$ cat src/core/lmh_regs.svh
// reverse speed, reset values and codes for the homing sequencer
// assumes inclusion by bare name from the package and the modules
`ifndef LMH_REGS_SVH
`define LMH_REGS_SVH
`define LMH_SRC_RESET 2'h1
`define LMH_SRC_DIGITAL 2'h0
`define LMH_SRC_ANALOG_SPEED 2'h1
`define LMH_SRC_ANALOG_TORQUE 2'h2
`define LMH_CONT_RESET 1'h0
`define LMH_DIR_RESET 1'h1
`define LMH_OP_ELEC_HOME 4'h6
`define LMH_OP_MECH_HOME 4'h7
`define LMH_REV_SPEED_RPM 16'h003c
`define LMH_POS_UNKNOWN_CODE 5'h1f
`endif

$ cat src/core/lmh_pkg.sv
// types shared by the homing sequencer files
// assumes lmh_regs.svh sits on the include path
`include "lmh_regs.svh"
package lmh_pkg;
	typedef enum logic [2:0] {
		lmh_idle,
		lmh_position,
		lmh_continuous,
		lmh_elec_home,
		lmh_mech_seek,
		lmh_mech_reverse
	} lmh_state_t;
	typedef logic [15:0] lmh_speed_t;
endpackage : lmh_pkg

$ cat src/core/lmh_sequencer.sv
// operation select and home-seeking sequencer, legacy position mode
// assumes pins arrive asynchronous; motion core acts on the run outputs
//
// Notes on behaviour
// - speed/torque source: 0 digital, 1 analog speed, 2 analog torque; reset 1.
// - continuous enable makes numbers 0 and 1 continuous runs.
// - continuous enable resets to 0, so 0 and 1 position.
// - on start, number 6 runs electrical home, number 7 mechanical home.
// - power-up position is stored as electrical home and targeted later.
// - mechanical homing starts in seek direction setting; reset 1 positive.
// - reverse on sensor off position, stop on sensor on position.
// - forward search uses speed of operation number 7.
// - reverse phase at 60 r/min, or number 7 speed if lower.
// - number 7 speed zero gives abnormal-data alarm, no motion.
// - position unknown shown after reset, homing, continuous, jog, stops, preset.
// - operation number is binary of select bits, bit 0 lsb; bit 3 optional.
`timescale 1ns/1ps
`default_nettype none
`include "lmh_regs.svh"
module lmh_sequencer
	import lmh_pkg::*;
(
	input wire logic core_clk, // 25 MHz core clock
	input wire logic nrst, // synchronous reset, low
	input wire logic op_select_bit0, // select pin bit 0
	input wire logic op_select_bit1, // select pin bit 1
	input wire logic op_select_bit2, // select pin bit 2
	input wire logic op_select_bit3, // select pin bit 3
	input wire logic select_bit3_assigned, // bit 3 pin in use
	input wire logic start_input, // start pin
	input wire logic decel_stop_input, // decel_stop_input/stop pin, high allows motion
	input wire logic home_sensor_input, // home sensor pin, high is on
	input wire logic manual_inch_motion, // jog in progress
	input wire logic alarm_reset, // alarm reset pulse
	input wire logic excitation_off, // free or servo-off active
	input wire logic position_preset, // preset pulse
	input wire logic [1:0] speed_src_cfg, // speed/torque source value
	input wire logic speed_src_wr, // load speed_src_cfg
	input wire logic cont_run_cfg, // continuous enable value
	input wire logic cont_run_wr, // load cont_run_cfg
	input wire logic seek_dir_cfg, // seek direction value
	input wire logic seek_dir_wr, // load seek_dir_cfg
	input wire logic speed_wr, // write operating speed table
	input wire logic [3:0] speed_wr_addr, // operation number written
	input wire lmh_speed_t speed_wr_data, // speed in r/min
	input wire logic signed [31:0] motor_position, // current position
	input wire logic move_done, // motion core reached target
	output logic [1:0] speed_src, // active source setting
	output logic cont_run_en, // active continuous enable
	output logic seek_dir, // active seek direction
	output logic run_position, // positioning move active
	output logic run_continuous, // continuous run active
	output logic run_home, // homing motion active
	output logic move_dir, // 1 positive, 0 negative
	output lmh_speed_t move_speed, // commanded speed
	output logic signed [31:0] target_position, // positioning target
	output logic [3:0] active_op, // latched operation number
	output logic [4:0] op_display, // number or unknown code
	output logic position_unknown_indication, // unknown state flag
	output logic op_data_alarm // abnormal operation data alarm
);
	////////////////////////////////////////////////////////////////
	// input synchronisers
	logic [7:0] pins_raw;
	logic [7:0] pins_s;
	assign pins_raw = {op_select_bit3, op_select_bit2, op_select_bit1, op_select_bit0,
		start_input, decel_stop_input, home_sensor_input, 1'h0};
	genvar gi;
	generate
		for (gi = 1; gi < 8; gi++) begin : g_sync
			lmh_sync u_sync (
				.core_clk(core_clk),
				.nrst(nrst),
				.pin_in(pins_raw[gi]),
				.sync_out(pins_s[gi])
			);
		end
	endgenerate
	assign pins_s[0] = 1'h0;
	logic start_s;
	logic decel_stop_input_s;
	logic sensor_s;
	assign start_s = pins_s[3];
	assign decel_stop_input_s = pins_s[2];
	assign sensor_s = pins_s[1];

	// binary of the select bits, bit 3 only when assigned
	function automatic logic [3:0] op_number(input logic [3:0] bits, input logic use3);
		op_number = {bits[3] & use3, bits[2:0]};
	endfunction : op_number

	// reverse speed is the lower of 60 r/min and the table speed
	function automatic lmh_speed_t rev_speed(input lmh_speed_t s);
		rev_speed = (s <= `LMH_REV_SPEED_RPM) ? s : `LMH_REV_SPEED_RPM;
	endfunction : rev_speed

	////////////////////////////////////////////////////////////////
	// speed table
	logic [3:0] rd_addr;
	lmh_speed_t rd_speed;
	lmh_speed_mem u_mem (
		.core_clk(core_clk),
		.wr_en(speed_wr),
		.wr_addr(speed_wr_addr),
		.wr_data(speed_wr_data),
		.rd_addr(rd_addr),
		.rd_data(rd_speed)
	);

	////////////////////////////////////////////////////////////////
	// settings
	logic [1:0] next_speed_src;
	logic next_cont_run_en;
	logic next_seek_dir;
	// a reserved value 3 is refused, keeping the old source
	always_comb begin
		next_speed_src = speed_src;
		next_cont_run_en = cont_run_en;
		next_seek_dir = seek_dir;
		if (speed_src_wr && speed_src_cfg != 2'h3) begin
			next_speed_src = speed_src_cfg;
		end
		if (cont_run_wr) begin
			next_cont_run_en = cont_run_cfg;
		end
		if (seek_dir_wr) begin
			next_seek_dir = seek_dir_cfg;
		end
	end
	always_ff @(posedge core_clk) begin
		if (!nrst) begin
			speed_src <= `LMH_SRC_RESET;
			cont_run_en <= `LMH_CONT_RESET;
			seek_dir <= `LMH_DIR_RESET;
		end else begin
			speed_src <= next_speed_src;
			cont_run_en <= next_cont_run_en;
			seek_dir <= next_seek_dir;
		end
	end

	////////////////////////////////////////////////////////////////
	// sequencer
	lmh_state_t state, next_state;
	logic start_d, next_start_d;
	logic pending, next_pending;
	logic home_valid, next_home_valid;
	logic signed [31:0] elec_home, next_elec_home;
	logic [3:0] next_active_op;
	logic next_run_position, next_run_continuous, next_run_home, next_move_dir;
	lmh_speed_t next_move_speed;
	logic signed [31:0] next_target;
	logic next_unknown, next_alarm;
	logic start_rise;
	assign start_rise = start_s & ~start_d;
	assign rd_addr = next_active_op; // new number addressed at take, so the word is ready with pending

	// pending waits one cycle for the registered table read
	always_comb begin
		next_state = state;
		next_start_d = start_s;
		next_pending = 1'h0;
		next_home_valid = 1'h1;
		next_elec_home = elec_home;
		next_active_op = active_op;
		next_run_position = run_position;
		next_run_continuous = run_continuous;
		next_run_home = run_home;
		next_move_dir = move_dir;
		next_move_speed = move_speed;
		next_target = target_position;
		next_unknown = position_unknown_indication;
		next_alarm = op_data_alarm;
		if (!home_valid) begin
			next_elec_home = motor_position;
		end
		if (alarm_reset) begin
			next_alarm = 1'h0;
			next_unknown = 1'h1;
		end
		if (manual_inch_motion || position_preset || excitation_off) begin
			next_unknown = 1'h1;
		end
		case (state)
			lmh_idle: begin
				next_run_position = 1'h0;
				next_run_continuous = 1'h0;
				next_run_home = 1'h0;
				// motion refused while decel_stop_input/stop input is off or alarmed
				if (start_rise && decel_stop_input_s && !op_data_alarm) begin
					next_active_op = op_number(pins_s[7:4], select_bit3_assigned);
					next_pending = 1'h1;
				end
				if (pending) begin
					next_move_speed = rd_speed;
					if (active_op == `LMH_OP_ELEC_HOME) begin
						next_state = lmh_elec_home;
						next_run_home = 1'h1;
						next_target = elec_home;
						next_unknown = 1'h1;
					end else if (active_op == `LMH_OP_MECH_HOME) begin
						if (rd_speed == 16'h0000) begin
							next_alarm = 1'h1;
							next_unknown = 1'h1;
						end else begin
							next_state = lmh_mech_seek;
							next_run_home = 1'h1;
							next_move_dir = seek_dir;
							next_unknown = 1'h1;
						end
					end else if (cont_run_en && active_op[3:1] == 3'h0) begin
						next_state = lmh_continuous;
						next_run_continuous = 1'h1;
						next_unknown = 1'h1;
					end else begin
						next_state = lmh_position;
						next_run_position = 1'h1;
						next_unknown = 1'h0;
					end
				end
			end
			lmh_position: begin
				if (move_done) begin
					next_state = lmh_idle;
					next_run_position = 1'h0;
				end
			end
			lmh_continuous: begin
				// continuous run lasts while start is held
				if (!start_s) begin
					next_state = lmh_idle;
					next_run_continuous = 1'h0;
				end
			end
			lmh_elec_home: begin
				if (move_done) begin
					next_state = lmh_idle;
					next_run_home = 1'h0;
				end
			end
			lmh_mech_seek: begin
				if (!sensor_s) begin
					next_state = lmh_mech_reverse;
					next_move_dir = ~move_dir;
					next_move_speed = rev_speed(move_speed);
				end
			end
			lmh_mech_reverse: begin
				if (sensor_s) begin
					next_state = lmh_idle;
					next_run_home = 1'h0;
				end
			end
			default: begin
				next_state = lmh_idle;
			end
		endcase
		// decel_stop_input stop ends any motion and loses the position
		if (!decel_stop_input_s && state != lmh_idle) begin
			next_state = lmh_idle;
			next_run_position = 1'h0;
			next_run_continuous = 1'h0;
			next_run_home = 1'h0;
			next_unknown = 1'h1;
		end
		if (excitation_off) begin
			next_state = lmh_idle;
			next_run_position = 1'h0;
			next_run_continuous = 1'h0;
			next_run_home = 1'h0;
		end
	end

	always_ff @(posedge core_clk) begin
		if (!nrst) begin
			state <= lmh_idle;
			start_d <= 1'h0;
			pending <= 1'h0;
			home_valid <= 1'h0;
			elec_home <= 32'sh0;
			active_op <= 4'h0;
			run_position <= 1'h0;
			run_continuous <= 1'h0;
			run_home <= 1'h0;
			move_dir <= `LMH_DIR_RESET;
			move_speed <= 16'h0000;
			target_position <= 32'sh0;
			position_unknown_indication <= 1'h1;
			op_data_alarm <= 1'h0;
		end else begin
			state <= next_state;
			start_d <= next_start_d;
			pending <= next_pending;
			home_valid <= next_home_valid;
			elec_home <= next_elec_home;
			active_op <= next_active_op;
			run_position <= next_run_position;
			run_continuous <= next_run_continuous;
			run_home <= next_run_home;
			move_dir <= next_move_dir;
			move_speed <= next_move_speed;
			target_position <= next_target;
			position_unknown_indication <= next_unknown;
			op_data_alarm <= next_alarm;
		end
	end

	// display register updates in the same cycle as the unknown flag
	always_ff @(posedge core_clk) begin
		if (!nrst) begin
			op_display <= `LMH_POS_UNKNOWN_CODE;
		end else begin
			op_display <= next_unknown ? `LMH_POS_UNKNOWN_CODE : {1'h0, next_active_op};
		end
	end
endmodule : lmh_sequencer
`default_nettype wire

$ cat src/core/lmh_sync.sv
// two flip-flop synchroniser for one pin-side input
// assumes the input is asynchronous to core_clk
`timescale 1ns/1ps
`default_nettype none
module lmh_sync (
	input wire logic core_clk, // core clock
	input wire logic nrst, // synchronous reset, low
	input wire logic pin_in, // raw pin level
	output logic sync_out // synchronised level
);
	logic stage1;
	// first stage feeds only the second
	always_ff @(posedge core_clk) begin
		if (!nrst) begin
			stage1 <= 1'h0;
			sync_out <= 1'h0;
		end else begin
			stage1 <= pin_in;
			sync_out <= stage1;
		end
	end
endmodule : lmh_sync
`default_nettype wire

$ cat src/core/lmh_speed_mem.sv
// sixteen-word table of operating speeds, one per operation number
// assumes the host side writes words one at a time on core_clk
`timescale 1ns/1ps
`default_nettype none
module lmh_speed_mem
	import lmh_pkg::*;
(
	input wire logic core_clk, // core clock
	input wire logic wr_en, // write strobe
	input wire logic [3:0] wr_addr, // word written
	input wire lmh_speed_t wr_data, // speed in r/min
	input wire logic [3:0] rd_addr, // word read
	output lmh_speed_t rd_data // registered read data
);
	lmh_speed_t mem [0:15];
	// one-cycle registered read
	always_ff @(posedge core_clk) begin
		if (wr_en) begin
			mem[wr_addr] <= wr_data;
		end
		rd_data <= mem[rd_addr];
	end
endmodule : lmh_speed_mem
`default_nettype wire

$ cat config.mk
export PLATFORM = sky130hd
export DESIGN_NAME = lmh_sequencer
export DESIGN_NICKNAME = d
export VERILOG_FILES = /design/src/core/lmh_pkg.sv /design/src/core/lmh_sequencer.sv /design/src/core/lmh_sync.sv /design/src/core/lmh_speed_mem.sv
export VERILOG_INCLUDE_DIRS = /design/src /design/src/core
export SDC_FILE = /design/constraint.sdc
export NUM_CORES = 1
export LEC_CHECK = 0
export BUFFER_PORTS_ARGS = -buffer_cell sky130_fd_sc_hd__buf_2
export CORE_UTILIZATION = 40
export DETAILED_ROUTE_END_ITERATION = 10
export HOLD_SLACK_MARGIN = 0.06
export SYNTH_ARGS = -nofsm -noshare
export SYNTH_HDL_FRONTEND = slang
export SYNTH_HIERARCHICAL = 1
export SYNTH_SLANG_ARGS = --single-unit
$ cat constraint.sdc
create_clock -name core_clk -period 3.1 [get_ports core_clk]
set_input_delay 0.465 -clock core_clk [delete_from_list [all_inputs] [get_ports core_clk]]
set_output_delay 0.465 -clock core_clk [all_outputs]
set_load 0.005 [all_outputs]
==> results.json, run 1 <==
{
  "ys_warn_count": 6,
  "dp_hpwl_mm": 18.4,
  "final_common_cell": "edfxtp_1",
  "worstHoldEndpoint": "speed_src[1]",
  "drv_slew": 0,
  "p_leak_uw": 0.00602,
  "finalSetupTns_ps": 0,
  "core_um2": 35500,
  "arrival_ps": 3200,
  "post-route-period-util": 0.903,
  "ys_seq_area_frac": 0.721,
  "period_needed_ps": 2800,
  "end_kind": "flip-flop",
  "grt_pass1_vias": 7814,
  "pin_count": 142,
  "hold_start": "speed_src_wr",
  "r2r_cells": 8,
  "die_area_um2": 36700,
  "routed_wirelength_mm": 31.9,
  "grt_max_degree": 75,
  "outcome": "completed",
  "cts_made_buffers": 41,
  "grtUsageTotal": 0.174,
  "h-tree-depth": 2,
  "drc": 0,
  "pre_cts_ws_ps": 291,
  "tritoncts": "done",
  "fmax_ghz": 0.357,
  "grt.overflow.total": 0,
  "r2r-start": "state[1]",
  "wire_per_inst_um": 20.6,
  "syn_inst": 890,
  "routabilityCongestion": 0.856,
  "final-setup-viol-count": 0,
  "crit_fanout": 14,
  "hold_buffers": 0,
  "peakVddDrop_uv": 499,
  "post_cts_buffers": 0,
  "min_path_cells": 2,
  "drt-initial-drc-count": 689,
  "cts_max_path_buffers": 3,
  "dr.pass1.iters": 4,
  "grt_pass1_wl_mm": 47.6,
  "die_y_um": 192,
  "r2r_end": "u_mem/rd_data[0]",
  "ctsRootBufferMaster": "clkbuf_16",
  "ff_latch_area_um2": 10400,
  "start_kind": "flip-flop",
  "start_util": 0.406,
  "synth_top_area_frac": 0.534,
  "holdCritPathClass": "primary input to flip-flop",
  "row_count": 69,
  "startpoint": "state[1]",
  "cts_resized": 0,
  "ys.flop_type": "edfxtp_1",
  "fin_nets": 1132,
  "worstPathRequired_ps": 3500,
  "num-fill-cells": 3033,
  "synth_area_um2": 14400,
  "n_antenna_cell": 0,
  "fin_ws_ps": 300,
  "async_reset_ff_frac": 0,
  "synth_seq_cells": 390,
  "hold_viol_final": 0,
  "antenna_left": 0,
  "antenna_found_initial": 3,
  "synth_edf_count": 256,
  "yosysUniqueCellTypes": 52,
  "clk_pin_slew_ps": 60,
  "layout-drive-gt1-share": 0.293,
  "final_cell_mix": "256 x edfxtp_1, 141 x buf_2, 133 x dfxtp_1",
  "worst_pin_slew_ps": 1050,
  "numPortBuffers": 141,
  "synth_area_leaders": "edfxtp_1 53%, dfxtp_1 19%, mux4_2 8.5%",
  "path_class": "flip-flop to flip-flop",
  "synth_fp_nets": 965,
  "powerDensity_nw_per_um2": 627,
  "rsz0062_at_grt": "no",
  "clock_latency_ps": 530,
  "synth_top_cell_by_area": "edfxtp_1",
  "reg2reg_slack_ps": 300,
  "syn_to_final_growth_pct": 18.3,
  "skew_ps": 18.3,
  "slew_headroom": 0.301,
  "cap_violations": 0,
  "viasPerCell": 5.27,
  "dr_total_vias": 8166,
  "syn_area_per_cell_um2": 16.2,
  "multi_input_area_um2": 3710,
  "die_w_um": 192,
  "clock-sinks": 390
}
-- area by class of cell --
cell class | instances | share of cell area
clock buffer | 58 | 0.0701
clock inverter | 16 | 0.00647
inverter | 16 | 0.00367
multi-input combinational | 434 | 0.218
sequential | 390 | 0.609
tap | 461 | 0.0339
timing repair buffer | 174 | 0.0589
-- power by group --
part	leakage (µW)	internal, µW	switching (µW)	total (µW)
combinational	0.00196	115	164	278
sequential	0.00341	5650	51.0	5700
clock	0.000653	2770	1930	4700
total	0.00602	8530	2140	10700
-- flip-flops by register name, indices dropped and copies added (netlist names), 2 cells and up --
signal and count:
elec_home 32, active_op 4, speed_src 2, target_position 32
g_sync.u_sync/sync_out 7, g_sync.u_sync/stage1 7, u_mem/rd_data 16, op_display 4
move_speed 16, u_mem/mem 256, state 3
-- worst max path at each step --
stage	endpoint	slack, ps	depth (start not counted)
6_report	u_mem/rd_data[0]	300	8
3_5_place_dp	u_mem/rd_data[0]	290	8
2_1_floorplan	u_mem/mem[0][0]	580	2
3_3_place_gp	u_mem/rd_data[0]	390	8
4_1_cts	u_mem/rd_data[0]	280	8
5_1_grt	u_mem/rd_data[0]	50	8
-- worst max-delay path, stage by stage (launching register included) --
cell     delay [ps]
dfxtp_1         440
nor3_2          440
nand2_1         170
mux2i_1         220
inv_4           290
buf_4           270
mux4_1          570
a22oi_1         200
nand2_1          70
-- stage by stage --
stage                     hold WS (ps)  utilization  std cells  area [µm²]  total power, µW
after global routing               138        0.480       1549       17000            11000
after detailed placement           412        0.443       1475       15700             6090
after CTS                          132        0.480       1549       17000            10800
final                              147        0.480       1549       17000            10700
after global placement             412        0.443       1475       15700             6080
after floorplan                    406            -        890       14400             5930
-- cells by family (layout without fill, tap and decap cells) --
family | after synthesis | in the layout | share of synthesized area
AND/OR/NAND/NOR | 219 | 219 | 0.0716
flip-flops | 390 | 390 | 0.721
multiplexers | 104 | 104 | 0.131
AO/OA/AOI/OAI | 111 | 111 | 0.0520
buffers and inverters | 66 | 264 | 0.0253
-- metal layers --
layer / part of all wire / track usage / routed length (µm) / vias up
li1: - / - / - / 3740
met1: 0.46 / 0.250 / 14600 / 4097
met2: 0.45 / 0.269 / 14500 / 269
met3: 0.068 / 0.0347 / 2150 / 54
met4: 0.018 / 0.0467 / 582 / 6
met5: 0.0012 / 0 / 38 / -
-- cell usage after synthesis (all sizes together) (2+ instances only) --
| cell type | number |
|---|---|
| a211oi | 2 |
| a21oi | 41 |
| a22oi | 32 |
| a31oi | 2 |
| a32o | 12 |
| and2 | 17 |
| buf | 27 |
| clkbuf | 23 |
| dfxtp | 134 |
| edfxtp | 256 |
| inv | 16 |
| mux2i | 40 |
| mux4 | 64 |
| nand2 | 89 |
| nand2b | 4 |
| nand3 | 7 |
| nand3b | 4 |
| nand4 | 5 |
| nor2 | 63 |
| nor2b | 5 |
| nor3 | 6 |
| nor4 | 8 |
| o211ai | 2 |
| o21a | 2 |
| o21ai | 9 |
| o22ai | 2 |
| or3b | 2 |
| or4 | 2 |
| or4b | 2 |
Power figures use the tool's default switching activity.
==> run 2, diff against run 1 <==
Settings changed: ABC_AREA set to 1.
==> run 2 against run 1 <==
Effect of this change:
- clock power increased by 7.0%
- die area increased by 9.9%
- combinational power increased by 55%
- register-to-register slack improved by 240 ps
- wire length increased by 23%
- clock skew decreased by 4.2 ps
- largest power group unchanged
- highest routed layer unchanged
==> results.json, run 2 <==
{
  "synth_edf_count": 256,
  "drv_slew": 0,
  "ys_warn_count": 6,
  "hold_start": "op_select_bit0",
  "synth_fp_nets": 1737,
  "end_kind": "flip-flop",
  "p_leak_uw": 0.00818,
  "ys.flop_type": "edfxtp_1",
  "layout-drive-gt1-share": 0.149,
  "whs_ps": 97.7,
  "post_cts_buffers": 0,
  "worst-path-stages": 13,
  "clock_power_share": 0.450,
  "arrival_ps": 3000,
  "final_cell_mix": "413 x nand2_1, 256 x edfxtp_1, 234 x inv_1",
  "syn_to_final_growth_pct": 16.9,
  "grt_max_degree": 84,
  "syn_area_per_cell_um2": 9.52,
  "n_antenna_cell": 0,
  "dp_hpwl_mm": 22.5,
  "largest_register_ffs": 256,
  "largest_registers": "u_mem/mem x256, elec_home x32, target_position x32",
  "synth_area_um2": 15800,
  "row_count": 72,
  "outcome": "completed",
  "grt_pass1_vias": 10858,
  "worstPathRequired_ps": 3540,
  "core_um2": 38800,
  "dr.pass1.iters": 5,
  "power.internal_uw": 8820,
  "final_common_cell": "nand2_1",
  "start_kind": "flip-flop",
  "timing.critical_path.buf_inv": 3,
  "worst_pin_slew_ps": 1090,
  "clk_pin_slew_ps": 60,
  "synth_top_area_frac": 0.486,
  "drc": 0,
  "num-fill-cells": 3584,
  "skew_ps": 14.1,
  "synth.most_common_cell": "nand2_1",
  "reg2reg_slack_ps": 540,
  "worstHoldEndpoint": "g_sync[4].u_sync/stage1",
  "finalSetupTns_ps": 0,
  "ys_top_cells_by_count": "413 x nand2_1, 256 x edfxtp_1, 236 x inv_1, 225 x nand3_1, 190 x nor2_1",
  "cts_made_buffers": 42,
  "clock_latency_ps": 560,
  "die_y_um": 201,
  "grt_pass1_wl_mm": 61.3,
  "seqPwrFrac": 0.511,
  "dr_total_vias": 11519,
  "holdCritPathClass": "primary input to flip-flop",
  "synth_seq_cells": 390,
  "period_needed_ps": 2560,
  "rsz0062_at_grt": "no",
  "wire_per_inst_um": 16.7,
  "drt-initial-drc-count": 909,
  "path_class": "flip-flop to flip-flop",
  "switchingPower_uw": 2360,
  "fin_ws_ps": 544,
  "synth_area_leaders": "edfxtp_1 49%, dfxtp_1 17%, nand2_1 9.8%",
  "powerDensity_nw_per_um2": 605,
  "yosysUniqueCellTypes": 27,
  "r2r_end": "u_mem/rd_data[7]",
  "start_util": 0.408,
  "p_comb_frac": 0.039,
  "syn_inst": 1662,
  "async_reset_ff_frac": 0,
  "top_register": "u_mem/mem",
  "fin_nets": 1878,
  "pin_count": 142,
  "pre_cts_ws_ps": 576,
  "peakVddDrop_uv": 363,
  "cap_violations": 0,
  "antenna_found_initial": 2,
  "hold_viol_final": 0,
  "die_area_um2": 40400,
  "cts_max_path_buffers": 3,
  "clock-sinks": 390,
  "r2r-start": "state[0]",
  "min_path_cells": 3,
  "final-setup-viol-count": 0,
  "routabilityCongestion": 0.874,
  "fmax_ghz": 0.391,
  "routed_wirelength_mm": 39.3,
  "crit_fanout": 42,
  "critical_path.max_stage_delay_ps": 430,
  "ctsRootBufferMaster": "clkbuf_16",
  "crit_family": "simple AND/OR/NAND/NOR gates",
  "die_w_um": 201,
  "p_total_uw": 11200,
  "grtUsageTotal": 0.197,
  "tritoncts": "done",
  "h-tree-depth": 2,
  "placed_area_um2": 17100,
  "final_area_um2": 18500,
  "cp_slowest_cell": "dfxtp_1",
  "slew_headroom": 0.275,
  "antenna_left": 0,
  "viasPerCell": 4.89,
  "ys_seq_area_frac": 0.655,
  "synth_top_cell_by_area": "edfxtp_1",
  "grt.overflow.total": 0,
  "r2r_cells": 13,
  "crit_chain": "nor2_8, nand2_4, nor2_2, nand2_1, o21ai_0, clkinv_2, clkinv_2, buf_4, nand2_1, nand3_1, nand3_1, nand3_1, nand2_1",
  "numPortBuffers": 141,
  "post-route-period-util": 0.824,
  "switching_share": 0.211
}
[run 2: cell count changes in the layout (fill, tap and decap cells not counted), sizes merged, moves of 64 or more]
cell,before,now
nand3,7,227
o21ai,9,75
nand2,89,416
inv,19,243
mux4,64,0
nor2,63,196
[run 2: through the flow]
stage | std cells | util
floorplan | 1662 | -
global placement | 2276 | 0.440
detailed placement | 2276 | 0.440
CTS | 2354 | 0.476
global route | 2354 | 0.476
finish | 2354 | 0.476
[run 2: final cells by class]
class	instances	area, µm²	share of cell area
multi-input cells	952	4160	0.225
clock inverters	15	189	0.0102
repair buffers	175	1030	0.0555
inverters	242	911	0.0492
well taps	518	648	0.0350
flip-flops and latches	390	10400	0.561
clock buffers	62	1200	0.0647
[run 2: worst max-delay path by stage]
stage / start / end / slack (ps)
final: state[0] / u_mem/rd_data[7] / 540
after global routing: state[0] / u_mem/rd_data[10] / 270
after CTS: state[0] / u_mem/rd_data[1] / 560
after detailed placement: state[0] / u_mem/rd_data[1] / 580
after global placement: state[0] / u_mem/rd_data[7] / 680
after floorplan: state[0] / u_mem/rd_data[10] / 1160
[run 2: power groups by stage]
stage | Sequential [µW] | Clock (µW) | Combinational (µW)
after floorplan | 5810 | 0 | 243
after global placement | 5830 | 0 | 424
after detailed placement | 5830 | 0 | 431
after CTS | 5720 | 5150 | 435
after global routing | 5730 | 5360 | 491
final | 5720 | 5030 | 432
[run 2: worst register-to-register path, delay by kind of cell (launching register included)]
kind,cells,cell delay (ps)
compound gates,1,180
buf+inv,3,690
flops,1,430
simple gates,9,1150
[run 2: cell families after synthesis]
| logic type | Yosys count | synth area share |
|---|---|---|
| compound gates | 101 | 0.0330 |
| simple gates | 851 | 0.227 |
| flops | 390 | 0.655 |
| buf+inv | 320 | 0.0851 |
[run 2: per-layer routing]
| layer | routed length, µm | GRT usage | up-vias |
|---|---|---|---|
| li1 | - | - | 5612 |
| met1 | 18200 | 0.279 | 5452 |
| met2 | 17300 | 0.305 | 379 |
| met3 | 2700 | 0.0326 | 72 |
| met4 | 1040 | 0.0717 | 4 |
| met5 | 27 | 0 | - |
[run 2: what timing repair did]
action                                  CTS  global route
endpoints found under the hold margin     1             0
hold buffers                              1             0
gates resized for setup                   0             0
endpoints found under the setup margin    0             0
